===== config.mk =====
export PLATFORM = sky130hd
export DESIGN_NAME = cma_device_flat
export DESIGN_NICKNAME = d
export VERILOG_FILES = /design/src/verilog/cma_pkg.sv /design/src/verilog/cma_if.sv /design/src/verilog/cma_device.sv /design/src/flat_wrapper.sv
export VERILOG_INCLUDE_DIRS = /design/src /design/src/verilog
export SDC_FILE = /design/constraint.sdc
export NUM_CORES = 1
export LEC_CHECK = 0
export BUFFER_PORTS_ARGS = -buffer_cell sky130_fd_sc_hd__buf_2
export CAP_MARGIN = 5
export CORE_MARGIN = 5
export CORE_UTILIZATION = 38
export CTS_BUF_LIST = sky130_fd_sc_hd__clkbuf_16
export CTS_CLUSTER_DIAMETER = 50
export DETAILED_ROUTE_END_ITERATION = 16
export SKIP_LAST_GASP = 1
export SYNTH_ARGS = -nofsm -noshare
export SYNTH_HDL_FRONTEND = slang
export SYNTH_SLANG_ARGS = --single-unit

===== constraint.sdc =====
create_clock -name clk -period 2.35 [get_ports clk]
set_input_delay 0.235 -clock clk [delete_from_list [all_inputs] [get_ports clk]]
set_output_delay 0.235 -clock clk [all_outputs]
set_load 0.02 [all_outputs]

===== src/verilog/cma_cfg.svh =====
// Constants for the configuration mode register access unit.
// Assumes inclusion by bare name from the package and both ends.
`ifndef CMA_CFG_SVH
`define CMA_CFG_SVH
`define CMA_PORT_INDEX 1'b0
`define CMA_PORT_DATA 1'b1
`define CMA_KEY_ENTER 8'h55
`define CMA_KEY_EXIT 8'haa
`define CMA_NUM_REGS 32
`define CMA_IDX_POWER 5'h00
`define CMA_IDX_LOCK 5'h01
`define CMA_IDX_MODE 5'h03
`define CMA_IDX_DENS 5'h05
`define CMA_IDX_TYPES 5'h06
`define CMA_IDX_BOOT 5'h07
`define CMA_IDX_RATE 5'h0b
`define CMA_IDX_ID 5'h0d
`define CMA_IDX_REV 5'h0e
`define CMA_IDX_TEST_A 5'h0f
`define CMA_IDX_TEST_C 5'h11
`define CMA_IDX_DTYPE 5'h1f
`define CMA_RST_POWER 8'h28
`define CMA_RST_LOCK 8'h90
`define CMA_RST_MODE 8'h70
`define CMA_RST_TYPES 8'hff
`define CMA_RST_ZERO 8'h00
// Writable bit masks; other bits read as their fixed values
`define CMA_MASK_POWER 8'hac
`define CMA_MASK_LOCK 8'h80
`define CMA_MASK_MODE 8'hf2
`define CMA_MASK_DENS 8'h7c
`define CMA_MASK_ALL 8'hff
`define CMA_LOCK_BIT 7
`endif


===== src/verilog/cma_pkg.sv =====
// Types shared by both ends of the configuration access unit.
// Assumes the constants header is on the include path.
`include "cma_cfg.svh"
package cma_pkg;
   typedef logic [7:0] cma_byte_t;
   typedef logic [4:0] cma_index_t;
   typedef enum logic [1:0] {
      CMA_LOCKED = 2'b00,
      CMA_KEY_ONE = 2'b01,
      CMA_OPEN = 2'b10
   } cma_mode_e;
   typedef enum logic [1:0] {
      CMA_H_IDLE = 2'b00,
      CMA_H_BUSY = 2'b01
   } cma_host_e;
endpackage : cma_pkg


===== src/verilog/cma_if.sv =====
// Port-level carrier between host and configuration device.
// Assumes one shared clock; data bus is split into in, out, enable.
`timescale 1ns/1ps
interface cma_if;
   logic chip_select_n;
   logic addr;
   logic wr_strobe;
   logic rd_strobe;
   logic [7:0] wdata;
   logic [7:0] rdata;
   logic rdata_oe;
   modport device (
      input chip_select_n,
      input addr,
      input wr_strobe,
      input rd_strobe,
      input wdata,
      output rdata,
      output rdata_oe
   );
   modport host (
      output chip_select_n,
      output addr,
      output wr_strobe,
      output rd_strobe,
      output wdata,
      input rdata,
      input rdata_oe
   );
endinterface : cma_if


===== src/verilog/cma_device.sv =====
// Device end: unlock key, index select and 32 configuration registers.
// Assumes synchronous one-cycle strobes from the host end; por is the
// power-up reset, rst the ordinary hardware reset.
//
// Overview of operation
// - Two successive 55h index writes unlock mode
// - Any other write between keys cancels unlock
// - Host masks interrupts during the key pair
// - Index write in mode loads select register
// - Data port reaches register named by select
// - Writing AAh to index exits the mode
// - Select register usable only inside the mode
// - Host loads select before data accesses
// - Select register distinct from data registers
// - Register 07h holds power, media, boot; resets 00h
// - Respond only at offsets 0,1 with chip select; a write strobe without chip select still cancels a pending first key
// - Registers reset only at power-up, not rst
// - Cleared lock bit blocks access until power-up
`timescale 1ns/1ps
`include "cma_cfg.svh"
module cma_device
   import cma_pkg::*;
(
   input wire logic clk,
   input wire logic rst,
   input wire logic por,
   cma_if.device bus,
   output logic in_config_mode,
   output logic [7:0] power_osc_control,
   output logic [7:0] power_media_boot_select,
   output logic [7:0] floppy_drive_types,
   output logic [4:0] config_index_select
);
   // Arbitrary identity values
   localparam logic [7:0] DEVICE_ID = 8'h5a;
   localparam logic [7:0] DEVICE_REV = 8'h01;

   cma_mode_e mode_reg;
   cma_index_t sel_reg;
   cma_byte_t cfg_reg [`CMA_NUM_REGS];
   cma_byte_t rdata_reg;
   logic oe_reg;
   logic sel_idx;
   logic idx_wr;
   logic dat_wr;
   logic dat_rd;
   logic access_ok;

   // Decode of the two ports under chip select
   assign sel_idx = !bus.chip_select_n;
   assign idx_wr = sel_idx && bus.wr_strobe && bus.addr == `CMA_PORT_INDEX;
   assign dat_wr = sel_idx && bus.wr_strobe && bus.addr == `CMA_PORT_DATA;
   assign dat_rd = sel_idx && bus.rd_strobe && bus.addr == `CMA_PORT_DATA;
   assign access_ok = mode_reg == CMA_OPEN &&
      cfg_reg[`CMA_IDX_LOCK][`CMA_LOCK_BIT];

   // Unlock, open and exit sequence
   always_ff @(posedge clk or posedge rst)
   begin
      if (rst)
         mode_reg <= CMA_LOCKED;
      else
      begin
         case (mode_reg)
            CMA_LOCKED:
            begin
               if (idx_wr && bus.wdata == `CMA_KEY_ENTER)
                  mode_reg <= CMA_KEY_ONE;
            end
            CMA_KEY_ONE:
            begin
               if (idx_wr && bus.wdata == `CMA_KEY_ENTER)
                  mode_reg <= CMA_OPEN;
               else if (bus.wr_strobe)
                  mode_reg <= CMA_LOCKED;
            end
            CMA_OPEN:
            begin
               if (idx_wr && bus.wdata == `CMA_KEY_EXIT)
                  mode_reg <= CMA_LOCKED;
            end
            default: mode_reg <= CMA_LOCKED;
         endcase
      end
   end

   // Select register, written only inside the mode
   always_ff @(posedge clk or posedge rst)
   begin
      if (rst)
         sel_reg <= 5'h00;
      else if (idx_wr && mode_reg == CMA_OPEN &&
               bus.wdata != `CMA_KEY_EXIT)
         sel_reg <= bus.wdata[4:0];
   end

   // Power-up value of each register, by index
   localparam cma_byte_t RST_TABLE [`CMA_NUM_REGS] = '{
      // 00h to 07h
      `CMA_RST_POWER,
      `CMA_RST_LOCK,
      `CMA_RST_ZERO,
      `CMA_RST_MODE,
      `CMA_RST_ZERO,
      `CMA_RST_ZERO,
      `CMA_RST_TYPES,
      `CMA_RST_ZERO,
      // 08h to 0fh
      `CMA_RST_ZERO,
      `CMA_RST_ZERO,
      `CMA_RST_ZERO,
      `CMA_RST_ZERO,
      `CMA_RST_ZERO,
      DEVICE_ID,
      DEVICE_REV,
      `CMA_RST_ZERO,
      // 10h to 17h
      `CMA_RST_ZERO,
      `CMA_RST_ZERO,
      `CMA_RST_ZERO,
      `CMA_RST_ZERO,
      `CMA_RST_ZERO,
      `CMA_RST_ZERO,
      `CMA_RST_ZERO,
      `CMA_RST_ZERO,
      // 18h to 1fh
      `CMA_RST_ZERO,
      `CMA_RST_ZERO,
      `CMA_RST_ZERO,
      `CMA_RST_ZERO,
      `CMA_RST_ZERO,
      `CMA_RST_ZERO,
      `CMA_RST_ZERO,
      `CMA_RST_ZERO
   };

   // Bits a data-port write may change, by index; the rest hold
   localparam cma_byte_t MASK_TABLE [`CMA_NUM_REGS] = '{
      // 00h to 07h
      `CMA_MASK_POWER,
      `CMA_MASK_LOCK,
      `CMA_RST_ZERO,
      `CMA_MASK_MODE,
      `CMA_RST_ZERO,
      `CMA_MASK_DENS,
      `CMA_MASK_ALL,
      `CMA_MASK_ALL,
      // 08h to 0fh
      `CMA_RST_ZERO,
      `CMA_RST_ZERO,
      `CMA_RST_ZERO,
      `CMA_MASK_ALL,
      `CMA_RST_ZERO,
      `CMA_RST_ZERO,
      `CMA_RST_ZERO,
      `CMA_MASK_ALL,
      // 10h to 17h
      `CMA_MASK_ALL,
      `CMA_MASK_ALL,
      `CMA_RST_ZERO,
      `CMA_RST_ZERO,
      `CMA_RST_ZERO,
      `CMA_RST_ZERO,
      `CMA_RST_ZERO,
      `CMA_RST_ZERO,
      // 18h to 1fh
      `CMA_RST_ZERO,
      `CMA_RST_ZERO,
      `CMA_RST_ZERO,
      `CMA_RST_ZERO,
      `CMA_RST_ZERO,
      `CMA_RST_ZERO,
      `CMA_RST_ZERO,
      `CMA_MASK_ALL
   };

   // Configuration registers: power-up reset only, masked writes
   genvar gi;
   generate
      for (gi = 0; gi < `CMA_NUM_REGS; gi++)
      begin : g_cfg
         localparam logic [4:0] IDX = 5'(gi);
         localparam cma_byte_t RST_VAL = RST_TABLE[gi];
         localparam cma_byte_t MASK = MASK_TABLE[gi];
         always_ff @(posedge clk or posedge por)
         begin
            if (por)
               cfg_reg[gi] <= RST_VAL;
            else if (dat_wr && access_ok && sel_reg == IDX)
               cfg_reg[gi] <= (cfg_reg[gi] & ~MASK) |
                  (bus.wdata & MASK);
         end
      end
   endgenerate

   // Read data from the selected register, one cycle after the strobe
   always_ff @(posedge clk or posedge rst)
   begin
      if (rst)
      begin
         rdata_reg <= 8'h00;
         oe_reg <= 1'b0;
      end
      else
      begin
         oe_reg <= dat_rd && access_ok;
         if (dat_rd && access_ok)
            rdata_reg <= cfg_reg[sel_reg];
      end
   end

   assign bus.rdata = rdata_reg;
   assign bus.rdata_oe = oe_reg;
   assign in_config_mode = mode_reg == CMA_OPEN;
   assign power_osc_control = cfg_reg[`CMA_IDX_POWER];
   assign power_media_boot_select = cfg_reg[`CMA_IDX_BOOT];
   assign floppy_drive_types = cfg_reg[`CMA_IDX_TYPES];
   assign config_index_select = sel_reg;
endmodule : cma_device


===== src/flat_wrapper.sv =====
// flat-port wrapper written by rule: the top's interface ports become plain ports
module cma_device_flat import cma_pkg::*;
  (clk, rst, por, in_config_mode, power_osc_control, power_media_boot_select, floppy_drive_types, config_index_select, bus_chip_select_n, bus_addr, bus_wr_strobe, bus_rd_strobe, bus_wdata, bus_rdata, bus_rdata_oe);
  cma_if bus_i ();
  input wire logic clk;
  input wire logic rst;
  input wire logic por;
  output logic in_config_mode;
  output logic [7:0] power_osc_control;
  output logic [7:0] power_media_boot_select;
  output logic [7:0] floppy_drive_types;
  output logic [4:0] config_index_select;
  input wire logic [$bits(bus_i.chip_select_n)-1:0] bus_chip_select_n;
  input wire logic [$bits(bus_i.addr)-1:0] bus_addr;
  input wire logic [$bits(bus_i.wr_strobe)-1:0] bus_wr_strobe;
  input wire logic [$bits(bus_i.rd_strobe)-1:0] bus_rd_strobe;
  input wire logic [$bits(bus_i.wdata)-1:0] bus_wdata;
  output wire logic [$bits(bus_i.rdata)-1:0] bus_rdata;
  output wire logic [$bits(bus_i.rdata_oe)-1:0] bus_rdata_oe;
  assign bus_i.chip_select_n = bus_chip_select_n;
  assign bus_i.addr = bus_addr;
  assign bus_i.wr_strobe = bus_wr_strobe;
  assign bus_i.rd_strobe = bus_rd_strobe;
  assign bus_i.wdata = bus_wdata;
  assign bus_rdata = bus_i.rdata;
  assign bus_rdata_oe = bus_i.rdata_oe;
  cma_device u_core (.clk(clk), .rst(rst), .por(por), .bus(bus_i), .in_config_mode(in_config_mode), .power_osc_control(power_osc_control), .power_media_boot_select(power_media_boot_select), .floppy_drive_types(floppy_drive_types), .config_index_select(config_index_select));
endmodule

* After elaboration in Yosys (flattened, before gate mapping)
Cells that the tools add are included.
** Storage, ports and cells
- Logic and storage cells :: 75
- Register bits :: 104
** Operators by class
- $lt $le $gt $ge :: 1
- Bitwise gates (word level) :: 6
- Reduce and logical (&&, ||, !) cells :: 27
- Multiplexer cells :: 8
- Equal/unequal tests :: 18
** Operator list (count)
- 8-bit binary-select mux with 5-bit select :: 1
- 1-bit logical AND :: 23
- 8-bit 2-to-1 mux :: 2
- 7-bit by 8-bit bitwise OR with 8-bit output :: 2
- 5-bit by 3-bit equality test with 1-bit output, second input constant :: 3
- 5-bit equality test, second input constant :: 3
- 5-bit by 4-bit equality test with 1-bit output, second input constant :: 2
- 8-bit by 7-bit equality test with 1-bit output, second input constant :: 1
- 8-bit equality test, second input constant :: 1
- 2-bit 2-to-1 mux :: 4
- 8-bit inequality test, second input constant :: 1
- 4-bit by 8-bit bitwise OR with 8-bit output :: 1
- 8-bit by 7-bit bitwise OR with 8-bit output :: 1
- 6-bit greater-or-equal comparator, second input constant :: 1
- 5-bit NOT with 6-bit output :: 1
- 2-bit one-hot mux with 3 select lines :: 1
- 5-bit by 1-bit equality test with 1-bit output, second input constant :: 1
- 5-bit by 2-bit equality test with 1-bit output, second input constant :: 1
- 5-bit logical NOT :: 1
- 2-bit by 1-bit inequality test with 1-bit output, second input constant :: 2
- 3-bit by 2-bit inequality test with 1-bit output, second input constant :: 1
- 3-bit AND reduction :: 1
- 2-bit by 1-bit equality test with 1-bit output, second input constant :: 1
- 2-bit equality test, second input constant :: 1
- 3 further kinds :: 3

* Logic depth before layout (Yosys ltp)
- Depth after elaboration :: 6
- Depth in mapped cells :: 6
- Gate-level depth less buffers :: 4

* Worst setup path before layout
Ideal clock, no wire load.
- Kind :: register to register
- Start point :: reg u_core.cfg_reg[247] in the netlist's numbering
- End point :: reg u_core.cfg_reg[160] in the netlist's numbering
- Path buffers :: 0
- Data required time :: 2.225 ns
- Stages on the path, launching flop included :: 5
- Clock period less this slack :: 1.893 ns
- Data arrival time :: 1.769 ns
- Setup slack :: 0.457 ns
- Cell sequence :: dfstp_2 -> nand4b_1 -> or3_1 -> nor3_4 -> mux2_2
** Between the ends
- Cells in the longest elaborated chain, start to end :: 3
** Ends and longest elaborated chain
- start: declaration :: RTL line cma_device.sv:40 : cma_byte_t cfg_reg [`CMA_NUM_REGS];
- start signal: indexed assignment :: RTL line cma_device.sv:190 : cfg_reg[gi] <= (cfg_reg[gi] & ~MASK) |
- 1-bit logical AND :: RTL line cma_device.sv:54 : assign access_ok = mode_reg == CMA_OPEN &&
- 1-bit logical AND (2 in a row) :: RTL line cma_device.sv:189 : else if (dat_wr && access_ok && sel_reg == IDX)
Every way passes these cells.
A chain may end at the register's enable or synchronous reset.

* Worst setup path after layout
- Start point :: reg u_core.cfg_reg[247] in the netlist's numbering
- End point :: reg u_core.rdata_reg[3], in the netlist u_core.bus.rdata[3]
** Between the ends
- Cells in the longest elaborated chain, start to end :: 2
** Ends and longest elaborated chain
- 1-bit logical AND :: RTL line cma_device.sv:54
- 1-bit logical AND :: RTL line cma_device.sv:207 : if (dat_rd && access_ok)
- end signal: assignment :: RTL line cma_device.sv:208 : rdata_reg <= cfg_reg[sel_reg];
- end: declaration :: RTL line cma_device.sv:41 : cma_byte_t rdata_reg;
Every way passes these cells.

==> run summary <==
status = finished, final reports clean
count leader, synth = mux2_2
worst hold slack = 36.3 ps
CTS sink cnt = 87
final WL = 10.9 mm
area growth from synthesis to final layout = 16.2%
syn avg cell area = 12.2 um2
Syn Inst Count = 352
max FFs per register = 51
dominant synthesized flop cell = dfrtp_1
Leakage Power = 2.38 nW
first-iteration detailed-routing DRC count = 175
Slew Viols, Final = 0
CP Class = reg2reg
GR Overflow Total = 0
first-pass GRT wire length = 17.2 mm
CP endpoint kind = flop
die area = 13,600 um2
CTS tree = done
gr usage total = 17.0%
Warnings, synthesis = 0
post-layout min period = 2260 ps
crit path max-delay cell type = or4b_1
required time of the critical path = 2540 ps
DR pass1 iterations = 4
max_cap viols = 0
largest net degree at the start of global routing = 56
CTS clock-pin slew for the worst setup and hold paths = 60 ps
ANT cells = 0
Tot Pwr = 3.32 mW
Slew HR = 47.2%
Antenna Nets Post-Route = 0
worst r2r src = u_core.cfg_reg[247]
number of antenna violations at the first check in global routing = 0
Placer Congestion = 0.782
netlist area before placement = 4300 um2
nets = 405
Cell Rows = 38
CP max stage delay = 700 ps
Die X = 116 um
Fin Setup TNS = 0 ps
ranking of synthesized cells by area = dfrtp_1, mux2_2, dfstp_2
Initial Util = 39.2%
Crit Path Max Fanout = 5
CP Cell Sequence = nand4b_1, or4b_1, a221oi_1, a221oi_1
fraction of registers with async set/reset = 100%
Worst Path Buf+Inv = 0
vias in the first global route = 3,000
H-tree levels = 3
I/O Pins = 54
CTS buffer count = 9
dpl cell area = 4630 um2
Yosys reg bits = 87
Die Y = 116 um
Commonest cells post-synth = mux2_2, dfrtp_1, buf_4
# DRC = 0
Critical Path Source = u_core.cfg_reg[247]
Pwr Density = 663 nW/um2
Tightest Pin Transition = 792 ps
Startpoint Class = flop
total core area = 11,000 um2
Cell variety after synth = 48
Synth top area share = 42.4%
via count = 2,965
Top delay family on crit path = simple AND/OR/NAND/NOR gates
Post-synth EDFFs = 0
clock root buffer = clkbuf_16
Design Area, Final = 5000 um2
layout cells sized above 1 = 46.3%
top achievable clock speed = 442 MHz
clk buf depth = 2
setup violators final = 0
sequential area share after synthesis = 51.0%
Util after Layout = 45.5%
DP HPWL = 7.80 mm
Setup WS pre-CTS = 83.0 ps
Port Buffer Count = 49
DR vias/cell = 5.54
number of gates resized after cts = 0
crit path DAT = 2450 ps
Setup Skew = 8.51 ps
fin crit share = 96.3%
WL per Instance = 20.5 um
most frequent CP cell = a221oi_1
dpl cells = 518
worst min path class = in2async
Final WS setup = 87.3 ps
Peak VDD IR = 0.000450 V
Yosys top cell by area = dfrtp_1
final hold violation count = 0
Finished Layout Cells = 535
RSZ-0062 raised after global routing = false
clock latency on the worst-skew pair = 340 ps
layout by cell type, fill, tap and decap left out, drive strengths merged, types with 2 or more instances in the layout:
cell type / n
nand4: 3
a221oi: 4
clkbuf: 9
mux2: 80
nor3b: 3
or3: 2
clkinv: 2
nor2: 9
o221ai: 4
nor2b: 5
a2111oi: 2
nand2b: 4
nor4bb: 2
nand2: 10
nand3: 8
inv: 14
dfrtp: 73
a22o: 7
conb: 4
and2: 3
nor3: 5
o32ai: 2
a211oi: 5
o22ai: 3
buf: 69
o31ai: 2
bufinv: 4
dfstp: 14
o21ai: 4
nand4b: 2
mux2i: 16
a21oi: 9
timing repair:
action / 4_1_cts / 5_1_grt
setup buffers: 0 / 0
hold buffers: 1 / 0
hold endpoints to repair: 12 / 0
path summary, 6_finish.rpt:
| check | end | slack, ps | cells past startpoint |
|---|---|---|---|
| max in group asynchronous | u_core.cfg_reg[247] | 1240 | 4 |
| min reg2reg | u_core.cfg_reg[247] | 480 | 1 |
| min | u_core.bus.rdata[5] | 40 | 2 |
| max | u_core.bus.rdata[3] | 90 | 4 |
| min in group clk | u_core.mode_reg[1] | 190 | 3 |
| max reg2reg | u_core.bus.rdata[3] | 90 | 4 |
cell families (layout without fill, tap and decap cells):
| kind of cell | after synthesis | in the layout | synth area share, % |
|---|---|---|---|
| other cells | 1 | 4 | 0.0871 |
| simple gates | 61 | 61 | 8.66 |
| compound gates | 48 | 48 | 8.17 |
| mux | 96 | 96 | 24.7 |
| buf+inv | 59 | 99 | 7.44 |
| flops | 87 | 87 | 51.0 |
per-layer routing:
layer  vias up  share of wire [%]  global-route usage (%)
met5         -                  0                       0
met4         0                2.7                    7.81
met3        22                4.0                    2.90
met2        79                 50                    27.9
met1      1530                 44                    21.9
li1       1334                  -                       -
cell type report:
cell class	instances	area, um2
well taps	140	175
multi-input cells	209	1800
flip-flops and latches	87	2190
fillers	991	5980
clock inverters	7	138
repair buffers	70	418
clock buffers	9	225
inverters	13	48.8
report_power, final:
| group | internal (mW) | switching [mW] |
|---|---|---|
| combinational | 0.0203 | 0.0782 |
| clock | 1.14 | 0.577 |
| sequential | 1.50 | 0.000823 |
No activity file was read; power rests on OpenSTA's default activity.
